$ cat src/core/usr_cfg.svh
// constants for the eight-bit universal shift register core
`ifndef USR_CFG_SVH
`define USR_CFG_SVH

// ----------------------------------------------------------------------
// storage geometry
// ----------------------------------------------------------------------
`define USR_WIDTH         8
`define USR_MSB           7
`define USR_LSB           0
`define USR_WORD_RST      8'h00

// ----------------------------------------------------------------------
// apb map (byte addresses)
// ----------------------------------------------------------------------
`define USR_ADDR_W        12
`define USR_OFF_CTRL      12'h000
`define USR_OFF_STEP      12'h004
`define USR_OFF_DATA      12'h008
`define USR_OFF_STAT      12'h00c

// ctrl register fields
`define USR_CTRL_OWN      0
`define USR_CTRL_CLR_N    1
`define USR_CTRL_SEL_LO   2
`define USR_CTRL_SEL_HI   3
`define USR_CTRL_SER_R    4
`define USR_CTRL_SER_L    5
`define USR_CTRL_W        6
`define USR_CTRL_RST      6'h02

// status register fields
`define USR_STAT_DRIVE    0
`define USR_STAT_OWN      1
`define USR_STAT_MODE_LO  2
`define USR_STAT_MODE_HI  3

// ----------------------------------------------------------------------
// synchroniser reset image: clear active, disables low so pins driven
// ----------------------------------------------------------------------
`define USR_SYNC_RST      16'h0680

`endif

$ cat src/core/usr_pkg.sv
// types shared by the universal shift register core
package usr_pkg;
    `include "usr_cfg.svh"

    typedef enum logic [1:0] {
        USR_HOLD  = 2'b00,
        USR_SHR   = 2'b01,
        USR_SHL   = 2'b10,
        USR_LOAD  = 2'b11
    } usr_mode_t;

    // pin image, one bit per sampled pin; order fixes the reset image
    typedef struct packed {
        logic       clk_pin;
        logic       clear_n;
        logic       dis_a;
        logic       dis_b;
        logic       sel_hi;
        logic       sel_lo;
        logic       ser_r;
        logic       ser_l;
        logic [7:0] bus;
    } usr_pins_t;

    typedef struct packed {
        logic       clear_n;
        usr_mode_t  mode;
        logic       ser_r;
        logic       ser_l;
    } usr_op_t;
endpackage

$ cat src/core/usr_shift_reg.sv
// eight-bit universal shift/storage register with apb view
module usr_shift_reg
    import usr_pkg::*;
(
    input  wire logic                    clk,
    input  wire logic                    reset,
    input  wire logic                    ce,
    // device pins
    input  wire logic                    clock_pulse,
    input  wire logic                    sync_clear_n,
    input  wire logic                    mode_sel_lo,
    input  wire logic                    mode_sel_hi,
    input  wire logic                    serial_in_right,
    input  wire logic                    serial_in_left,
    input  wire logic                    out_disable_a,
    input  wire logic                    out_disable_b,
    input  wire logic [`USR_MSB:0]       parallel_bus_pins_i,
    output logic      [`USR_MSB:0]       parallel_bus_pins_o,
    output logic      [`USR_MSB:0]       parallel_bus_pins_oe,
    output logic                         serial_out_low,
    output logic                         serial_out_high,
    // apb slave
    input  wire logic                    psel,
    input  wire logic                    penable,
    input  wire logic                    pwrite,
    input  wire logic [`USR_ADDR_W-1:0]  paddr,
    input  wire logic [31:0]             pwdata,
    output logic      [31:0]             prdata,
    output logic                         pready,
    output logic                         pslverr
);

    // ------------------------------------------------------------------
    // decode helpers
    // ------------------------------------------------------------------
    function automatic logic [3:0] usr_decode(
        input logic [`USR_ADDR_W-1:0] a
    );
        logic [3:0] hit;
        hit    = 4'h0;
        hit[0] = (a == `USR_OFF_CTRL);
        hit[1] = (a == `USR_OFF_STEP);
        hit[2] = (a == `USR_OFF_DATA);
        hit[3] = (a == `USR_OFF_STAT);
        return hit;
    endfunction

    // next word for one operation; interstage logic per bit
    function automatic logic [`USR_MSB:0] usr_next_word(
        input usr_op_t               op,
        input logic [`USR_MSB:0]     cur,
        input logic [`USR_MSB:0]     pins
    );
        logic [`USR_MSB:0] nw;
        nw = cur;
        if (!op.clear_n) begin
            nw = `USR_WORD_RST;
        end else begin
            unique case (op.mode)
                USR_HOLD: nw = cur;
                USR_SHR: begin
                    nw = {cur[`USR_MSB-1:0], op.ser_r};
                end
                USR_SHL: begin
                    nw = {op.ser_l, cur[`USR_MSB:1]};
                end
                USR_LOAD: nw = pins;
            endcase
        end
        return nw;
    endfunction

    // ------------------------------------------------------------------
    // pin synchroniser
    // ------------------------------------------------------------------
    // clock_pulse is just another pin here; its edge is found after the
    // second stage, so device edges cost three clk cycles of latency and
    // clock_pulse must stay below half of clk for no edge to be lost
    usr_pins_t  pins_raw;
    usr_pins_t  meta_r;
    usr_pins_t  meta_nxt;
    usr_pins_t  sync_r;
    usr_pins_t  sync_nxt;
    logic       clk_dly_r;
    logic       clk_dly_nxt;

    always_comb begin
        pins_raw.clk_pin = clock_pulse;
        pins_raw.clear_n = sync_clear_n;
        pins_raw.dis_a   = out_disable_a;
        pins_raw.dis_b   = out_disable_b;
        pins_raw.sel_hi  = mode_sel_hi;
        pins_raw.sel_lo  = mode_sel_lo;
        pins_raw.ser_r   = serial_in_right;
        pins_raw.ser_l   = serial_in_left;
        pins_raw.bus     = parallel_bus_pins_i;
        meta_nxt         = pins_raw;
        sync_nxt         = meta_r;
        clk_dly_nxt      = sync_r.clk_pin;
    end

    always_ff @(posedge clk) begin
        if (reset) begin
            meta_r    <= usr_pins_t'(`USR_SYNC_RST);
            sync_r    <= usr_pins_t'(`USR_SYNC_RST);
            clk_dly_r <= 1'b0;
        end else if (ce) begin
            meta_r    <= meta_nxt;
            sync_r    <= sync_nxt;
            clk_dly_r <= clk_dly_nxt;
        end
    end

    // ------------------------------------------------------------------
    // apb control registers
    // ------------------------------------------------------------------
    logic [`USR_CTRL_W-1:0]  ctrl_r;
    logic [`USR_CTRL_W-1:0]  ctrl_nxt;
    logic                    step_r;
    logic                    step_nxt;
    logic [31:0]             prdata_r;
    logic [31:0]             prdata_nxt;
    logic                    pslverr_r;
    logic                    pslverr_nxt;
    logic [3:0]              hit;
    logic                    setup;
    logic                    wr_fire;
    logic [`USR_MSB:0]       q_r;
    logic [`USR_MSB:0]       q_nxt;
    logic                    drive_en;
    usr_op_t                 op_pin;
    usr_op_t                 op_sw;

    assign hit     = usr_decode(paddr);
    assign setup   = psel & ~penable;
    // zero wait states: every access phase completes at once
    assign pready  = 1'b1;
    assign wr_fire = psel & penable & pwrite;
    assign prdata  = prdata_r;
    assign pslverr = pslverr_r;

    always_comb begin
        ctrl_nxt    = ctrl_r;
        step_nxt    = 1'b0;
        prdata_nxt  = prdata_r;
        pslverr_nxt = pslverr_r;
        if (wr_fire && hit[0]) begin
            ctrl_nxt = pwdata[`USR_CTRL_W-1:0];
        end
        // a step only means something while software owns the register
        if (wr_fire && hit[1]) begin
            step_nxt = ctrl_r[`USR_CTRL_OWN];
        end
        if (setup) begin
            pslverr_nxt = ~(|hit) | (pwrite & (hit[2] | hit[3]));
            prdata_nxt  = 32'h0000_0000;
            if (!pwrite) begin
                unique case (1'b1)
                    hit[0]: prdata_nxt[`USR_CTRL_W-1:0] = ctrl_r;
                    hit[2]: prdata_nxt[`USR_MSB:0]      = q_r;
                    hit[3]: begin
                        prdata_nxt[`USR_STAT_DRIVE] = drive_en;
                        prdata_nxt[`USR_STAT_OWN]   =
                            ctrl_r[`USR_CTRL_OWN];
                        prdata_nxt[`USR_STAT_MODE_HI:`USR_STAT_MODE_LO] =
                            op_pin.mode;
                    end
                    default: prdata_nxt = 32'h0000_0000;
                endcase
            end
        end
    end

    always_ff @(posedge clk) begin
        if (reset) begin
            ctrl_r    <= `USR_CTRL_RST;
            step_r    <= 1'b0;
            prdata_r  <= 32'h0000_0000;
            pslverr_r <= 1'b0;
        end else if (ce) begin
            ctrl_r    <= ctrl_nxt;
            step_r    <= step_nxt;
            prdata_r  <= prdata_nxt;
            pslverr_r <= pslverr_nxt;
        end
    end

    // ------------------------------------------------------------------
    // storage
    // ------------------------------------------------------------------
    logic pin_edge;

    assign pin_edge = sync_r.clk_pin & ~clk_dly_r;

    always_comb begin
        op_pin.clear_n = sync_r.clear_n;
        op_pin.mode    = usr_mode_t'({sync_r.sel_hi, sync_r.sel_lo});
        op_pin.ser_r   = sync_r.ser_r;
        op_pin.ser_l   = sync_r.ser_l;
        op_sw.clear_n  = ctrl_r[`USR_CTRL_CLR_N];
        op_sw.mode     = usr_mode_t'({ctrl_r[`USR_CTRL_SEL_HI],
                                      ctrl_r[`USR_CTRL_SEL_LO]});
        op_sw.ser_r    = ctrl_r[`USR_CTRL_SER_R];
        op_sw.ser_l    = ctrl_r[`USR_CTRL_SER_L];
    end

    // the word changes only at a rising pin edge, or a step when owned;
    // disables are not looked at, so ops run with pins released
    always_comb begin
        q_nxt = q_r;
        if (ctrl_r[`USR_CTRL_OWN]) begin
            if (step_r) begin
                q_nxt = usr_next_word(op_sw, q_r, sync_r.bus);
            end
        end else if (pin_edge) begin
            q_nxt = usr_next_word(op_pin, q_r, sync_r.bus);
        end
    end

    always_ff @(posedge clk) begin
        if (reset) begin
            q_r <= `USR_WORD_RST;
        end else if (ce) begin
            q_r <= q_nxt;
        end
    end

    // ------------------------------------------------------------------
    // pin drivers
    // ------------------------------------------------------------------
    // no clock in this path; the pin levels used are the synchronised ones
    assign drive_en = ~sync_r.dis_a & ~sync_r.dis_b
                    & ~(sync_r.sel_hi & sync_r.sel_lo);

    genvar gi;
    generate
        for (gi = 0; gi < `USR_WIDTH; gi = gi + 1) begin : g_drv
            assign parallel_bus_pins_o[gi]  = q_r[gi];
            assign parallel_bus_pins_oe[gi] = drive_en;
        end
    endgenerate

    // end bits for cascading, never released
    assign serial_out_low  = q_r[`USR_LSB];
    assign serial_out_high = q_r[`USR_MSB];

endmodule

$ cat config.mk
export PLATFORM = sky130hd
export DESIGN_NAME = usr_shift_reg
export DESIGN_NICKNAME = d
export VERILOG_FILES = /design/src/core/usr_pkg.sv /design/src/core/usr_shift_reg.sv
export VERILOG_INCLUDE_DIRS = /design/src /design/src/core
export SDC_FILE = /design/constraint.sdc
export NUM_CORES = 1
export LEC_CHECK = 0
export ABC_AREA = 1
export BUFFER_PORTS_ARGS = -buffer_cell sky130_fd_sc_hd__buf_2
export CORE_MARGIN = 1
export CORE_UTILIZATION = 52
export CTS_CLUSTER_SIZE = 12
export DETAILED_ROUTE_END_ITERATION = 16
export PLACE_DENSITY = 0.85
export RECOVER_POWER = 25
export SETUP_SLACK_MARGIN = 0.4
export SKIP_LAST_GASP = 1
export SYNTH_ARGS = -nofsm -noshare
export SYNTH_HDL_FRONTEND = slang
export SYNTH_SLANG_ARGS = --single-unit
$ cat constraint.sdc
create_clock -name clk -period 2.4 [get_ports clk]
set_clock_uncertainty 0.05 [all_clocks]
set_input_delay 0.24 -clock clk [delete_from_list [all_inputs] [get_ports clk]]
set_output_delay 0.24 -clock clk [all_outputs]
set_load 0.02 [all_outputs]
==> results of run 1 <==
[where the power goes]
group          internal, mW  switching [mW]  leakage (nW)
Sequential            0.991          0.0364         0.468
Combinational        0.0868           0.191         0.923
Clock                 0.664           0.369         0.116
[worst max-delay path by stage]
stage | slack (ns) | from | depth (start not counted) | to
2_1_floorplan | 1.15 | ctrl_r[0]$_SDFFE_PP0P_ | 7 | parallel_bus_pins_o[1]$_SDFFE_PP0P_
6_report | 0.58 | op_pin[3]$_SDFFE_PP0P_ | 4 | parallel_bus_pins_oe[3]
3_5_place_dp | 0.65 | ce | 5 | sync_r[4]$_SDFFE_PP0P_
4_1_cts | 0.60 | op_pin[3]$_SDFFE_PP0P_ | 4 | parallel_bus_pins_oe[0]
3_3_place_gp | 0.68 | ce | 5 | meta_r[11]$_SDFFE_PP0P_
5_1_grt | 0.44 | reset | 5 | op_pin[3]$_SDFFE_PP0P_
[cell families (layout without fill, tap and decap cells)]
group | after synthesis | after routing | share of synthesized area [%]
AOI/OAI and AO/OA | 95 | 95 | 18.92
buffers and inverters | 82 | 115 | 15.96
DFF | 57 | 57 | 39.23
other | 2 | 25 | 0.2582
and+or+nand+nor | 165 | 165 | 25.63
[cell type report]
type	instances	area share (%)
clock buffer	13	5.131
sequential	57	34.66
clock inverter	2	1.824
timing repair buffer	69	10.19
multi-input combinational	285	42.00
inverter	31	3.535
tap	70	2.661
[worst min-delay path, delay by kind of cell]
family,cells,cell delay (ns)
buffers and inverters,1,0.07
AND/OR/NAND/NOR,2,0.10
[cell usage after synthesis, types with 2 or more instances]
| cell | instances | area share, % |
|---|---|---|
| nor2_2 | 4 | 0.86 |
| nor2_1 | 70 | 9.0 |
| dfxtp_1 | 57 | 39 |
| inv_2 | 6 | 0.77 |
| nand3_1 | 25 | 4.3 |
| o22ai_1 | 10 | 2.2 |
| buf_2 | 2 | 0.34 |
| a21oi_1 | 21 | 3.6 |
| a211oi_1 | 5 | 1.3 |
| buf_6 | 2 | 0.77 |
| o221ai_1 | 10 | 3.0 |
| nor2_4 | 3 | 1.2 |
| clkbuf_1 | 10 | 1.3 |
| nand2_2 | 3 | 0.65 |
| inv_1 | 24 | 3.1 |
| buf_4 | 37 | 9.5 |
| o211ai_1 | 2 | 0.52 |
| nand4_1 | 3 | 0.65 |
| o21ai_0 | 45 | 7.7 |
| conb_1 | 2 | 0.26 |
| nand2_1 | 52 | 6.7 |
[flip-flops by register name, summed over array words and instances (netlist names)]
register / cells
parallel_bus_pins_o: 8
meta_r: 16
step_r: 1
prdata: 8
op_pin: 5
pslverr: 1
clk_dly_r: 1
clk_dly_nxt: 1
sync_r: 10
ctrl_r: 6
[metal layers]
layer  global-route usage, %  vias up  share of wire [%]
li1                        -     1377                  -
met1                   29.46     1233                 44
met2                   36.43      132                 46
met3                   5.833       12                8.4
met4                   9.038        0                1.5
met5                       0        -                  0
[per-stage QoR]
stage	area [um2]	hold slack (ns)	worst slack (ns)	utilization [%]	instances
global route	3292	0.06822	0.4352	62.85	527
finish	3292	0.06182	0.5766	62.85	527
CTS	3329	0.05072	0.5964	63.57	527
floorplan	2995	0.2685	1.147	-	424
detailed placement	3100	0.3926	0.6483	59.20	512
global placement	3100	0.3869	0.6838	59.20	512
==> results_dict.tcl, run 1 <==
set metrics [dict create \
    status "complete, no violations" \
    drc 0 \
    p_total_mw 2.338 \
    initial_core_util_pct 55.54 \
    cp_max_fo 9 \
    wirelength_mm 6.611 \
    grt_overflow 0 \
    critical_path.top_delay_family "flip-flops" \
    required_ns 2.11 \
    fin_crit_sh_pct 75.97 \
    grt_max_degree 34 \
    flow.area_growth_from_synthesis_pct 13.16 \
    cts_resized 0 \
    port_buffers 66 \
    critPathBufInv 2 \
    clockBufferDepth 2 \
    cts_tree "yes" \
    fin_setup_tns_ns 0 \
    core_region_area_um2 5238 \
    synthFlopType "dfxtp_1" \
    crit_arrival_ns 1.53 \
    final_common_cell "nor2_1" \
    hold_path.class "input port to flop" \
    gp_congestion 0.9617 \
    die_y_um 76.80 \
    yosysSeqAreaShare_pct 39.23 \
    reg2reg_depth 7 \
    wl_per_cell_um 12.54 \
    timing.rr.end "parallel_bus_pins_o[3]$_SDFFE_PP0P_" \
    hold_viol 0 \
    hold_depth 3 \
    postCtsHoldBufs 0 \
    min_from "mode_sel_lo" \
    synth_edf_count 0 \
    grt_pass1_wl_mm 10.73 \
    root_buffer "clkbuf_8" \
    hold_path_end "meta_r[10]$_SDFFE_PP1P_" \
    avgSynthCellArea_um2 7.254 \
    diodes 0 \
    drv_cap 0 \
    netlist_area_um2 2909 \
    htree_levels 3 \
    cellPowerDensity_nw_per_um2 710.4 \
    tightest_slew_ns 1.082 \
    drt_pre_antenna_iters 5 \
    antenna_found_initial 0 \
    period_needed_ns 1.823 \
    setup_viol 0 \
    criticalPathCategory "flop to output pin" \
    crit_chain "nand2_2 > nand2_1 > inv_1 > buf_2" \
    row_count 26 \
    relSlewSlack_pct 27.63 \
    rr_startpoint "ctrl_r[3]$_SDFFE_PP0P_" \
    cp-end-kind "output pin" \
    async_flop_share_pct 0 \
    slowest_delay_ns 0.54 \
    clock_sinks 57 \
    synth_cell_type_count 29 \
    crit_path_top_delay_cell "dfxtp_1" \
    die_w_um 76.80 \
    hpwlAfterDp_mm 4.658 \
    clk-insertion-delay-late_ns 0.34 \
    postSynthCellCount 401 \
    nets 519 \
    vdd_drop_max_mv 0.4651 \
    grt_setup_unrepaired "false" \
    startpoint_type "flop" \
    ant_nets 0 \
    leakagePower_nw 1.507 \
    mostFrequentLayoutCells "nor2_1, dfxtp_1, buf_2" \
    slew_viol_final 0 \
    drive_above_1_share_pct 20.13 \
    die-area_um2 5897 \
    num-fill-cells 503 \
    reg2reg_slack_ns 0.73 \
    multi_input_area_um2 1383 \
    viasPerCell 5.226 \
    ys_seq_elements 57 \
    track_usage_pct 22.90 \
    yosys_warnings 0 \
    vias 2754 \
    maxClockFrequency_mhz 548.4 \
    grt_pass1_vias 2348 \
    cts.clk_slew.worst_paths_ns 0.06 \
    io_pins 118 \
    cts_buffers 9 \
    post_cts_buffers 0 \
    drt_iter0_markers 218 \
    ff_latch_area_um2 1141 \
]
No activity file was read; power rests on OpenSTA's default activity.
==> run 2: changes to the inputs <==
--- a/config.mk
+++ b/config.mk
@@ -9,10 +9,10 @@
 export ABC_AREA = 1
 export BUFFER_PORTS_ARGS = -buffer_cell sky130_fd_sc_hd__buf_2
 export CORE_MARGIN = 1
-export CORE_UTILIZATION = 52
+export CORE_UTILIZATION = 44
 export CTS_CLUSTER_SIZE = 12
 export DETAILED_ROUTE_END_ITERATION = 16
-export PLACE_DENSITY = 0.85
+export PLACE_DENSITY = 0.77
 export RECOVER_POWER = 25
 export SETUP_SLACK_MARGIN = 0.4
 export SKIP_LAST_GASP = 1
==> constraint.sdc (replaced) <==
create_clock -name clk -period 1.55 [get_ports clk]
set_clock_uncertainty 0.05 [all_clocks]
set_input_delay 0.155 -clock clk [delete_from_list [all_inputs] [get_ports clk]]
set_output_delay 0.155 -clock clk [all_outputs]
set_load 0.02 [all_outputs]
==> run 2 against run 1 <==
Against the previous run: combinational power up 100%; largest power group unchanged; utilization down 2.4 points; final cell count up 8.3%; critical endpoint is now parallel_bus_pins_oe[2].
==> results_dict.tcl, run 2 (same netlist as run 1, synthesis figures left out) <==
set metrics [dict create \
    status "complete, no violations" \
    clockBufferDepth 2 \
    largest_reg_flops 16 \
    antenna_found_initial 0 \
    vias 2837 \
    tightest_slew_ns 0.6766 \
    grt_setup_unrepaired "true" \
    hold_viol 0 \
    fin_ws_ns 0.1773 \
    gp_congestion 0.8351 \
    post-place-ws_ns 0.1478 \
    drt_pre_antenna_iters 4 \
    drive_above_1_share_pct 31.78 \
    flow.area_growth_from_synthesis_pct 31.87 \
    criticalPathCategory "flop to output pin" \
    multi_input_area_um2 1513 \
    crit_arrival_ns 1.17 \
    relSlewSlack_pct 54.89 \
    slowest_delay_ns 0.39 \
    clock_sinks 57 \
    drv_cap 0 \
    maxClockFrequency_mhz 728.5 \
    slew_viol_final 0 \
    cts_tree "yes" \
    nets 555 \
    grt_pass1_wl_mm 11.77 \
    io_pins 118 \
    fin_setup_tns_ns 0 \
    cp-end-kind "output pin" \
    ff_latch_area_um2 1180 \
    setup_viol 0 \
    port_buffers 66 \
    cp_max_fo 4 \
    crit_path_top_delay_cell "dfxtp_4" \
    hpwlAfterDp_mm 4.804 \
    root_buffer "clkbuf_8" \
    required_ns 1.34 \
    leakagePower_nw 1.750 \
    cts_buffers 9 \
    diodes 0 \
    vdd_drop_max_mv 0.8406 \
    final_common_cell "nor2_1" \
    num-fill-cells 604 \
    grt_max_degree 30 \
    cts.clk_slew.worst_paths_ns 0.07 \
    grt_pass1_vias 2534 \
    track_usage_pct 21.19 \
    period_needed_ns 1.373 \
    htree_levels 3 \
    grt_overflow 0 \
    crit_chain "nand2_8 > nand2_4 > clkinvlp_4 > buf_6" \
    viasPerCell 4.968 \
    top_regs "meta_r: 16 flops, sync_r: 10 flops" \
    die-area_um2 6941 \
    top_register "meta_r" \
    mostFrequentLayoutCells "nor2_1, buf_2, nand2_1" \
    wl_per_cell_um 12.51 \
    hold_path.class "input port to flop" \
    cellPowerDensity_nw_per_um2 914.6 \
    clk-insertion-delay-late_ns 0.35 \
    ant_nets 0 \
    drc 0 \
    startpoint_type "flop" \
    wirelength_mm 7.146 \
    die_w_um 83.31 \
    drt_iter0_markers 93 \
    initial_core_util_pct 45.81 \
    row_count 29 \
    fin_crit_sh_pct 88.56 \
    core_region_area_um2 6350 \
    die_y_um 83.31 \
]
run 2: cell type report:
type                       instances  share of cell area [%]
sequential                        57                   30.76
multi-input combinational        285                   39.43
tap                               77                   2.511
timing repair inverter             1                  0.1957
timing repair buffer             104                   18.79
inverter                          31                   3.229
clock buffer                       9                   3.229
clock inverter                     7                   1.859
run 2: through the flow:
step / hold slack [ns] / util (%) / total power, mW / instances / instance area, um2
floorplan: 0.1760 / - / 1.996 / 424 / 3019
global placement: 0.3211 / 50.03 / 2.058 / 527 / 3177
detailed placement: 0.3280 / 50.03 / 2.065 / 527 / 3177
CTS: 0.02311 / 58.50 / 3.509 / 568 / 3715
global route: 0.04649 / 60.41 / 3.676 / 571 / 3836
finish: 0.03073 / 60.41 / 3.508 / 571 / 3836
run 2: metal layers:
layer | up-vias | track usage, % | wire, um
met4 | 0 | 6.897 | 106
met3 | 15 | 7.654 | 416
met1 | 1267 | 26.04 | 3188
met2 | 102 | 34.43 | 3434
li1 | 1453 | - | -
met5 | - | 0 | 0
run 2: report_power, final:
part | internal [mW] | switching, mW | total [mW]
combinational | 0.230 | 0.335 | 0.565
sequential | 1.53 | 0.0602 | 1.59
clock | 0.739 | 0.616 | 1.36
total | 2.50 | 1.01 | 3.51
run 2: critical path: cells and delay by family, from the launching register on:
kind,cells,cell delay (ns)
simple gates,2,0.13
buf+inv,2,0.30
flops,1,0.39
run 2: final timing paths:
kind                          startpoint                             endpoint  slack, ns  depth (start not counted)
setup / recovery  op_pin[3]$_SDFFE_PP0P_              parallel_bus_pins_oe[2]       0.18                          4
hold / removal                 pwdata[1]               ctrl_r[1]$_SDFFE_PP1P_       0.03                          3
setup reg to reg  ctrl_r[0]$_SDFFE_PP0P_  parallel_bus_pins_o[7]$_SDFFE_PP0P_       0.19                          6
hold reg to reg   meta_r[7]$_SDFFE_PP1P_               meta_r[7]$_SDFFE_PP1P_       0.41                          2
run 2: repair_timing:
action	4_1_cts	5_1_grt
hold buffers	16	0
pin swaps	5	10
endpoints found under the hold margin	16	0
gates resized for setup	45	26
buffers inserted	8	3
setup endpoints to repair	27	26
cloned	1	0
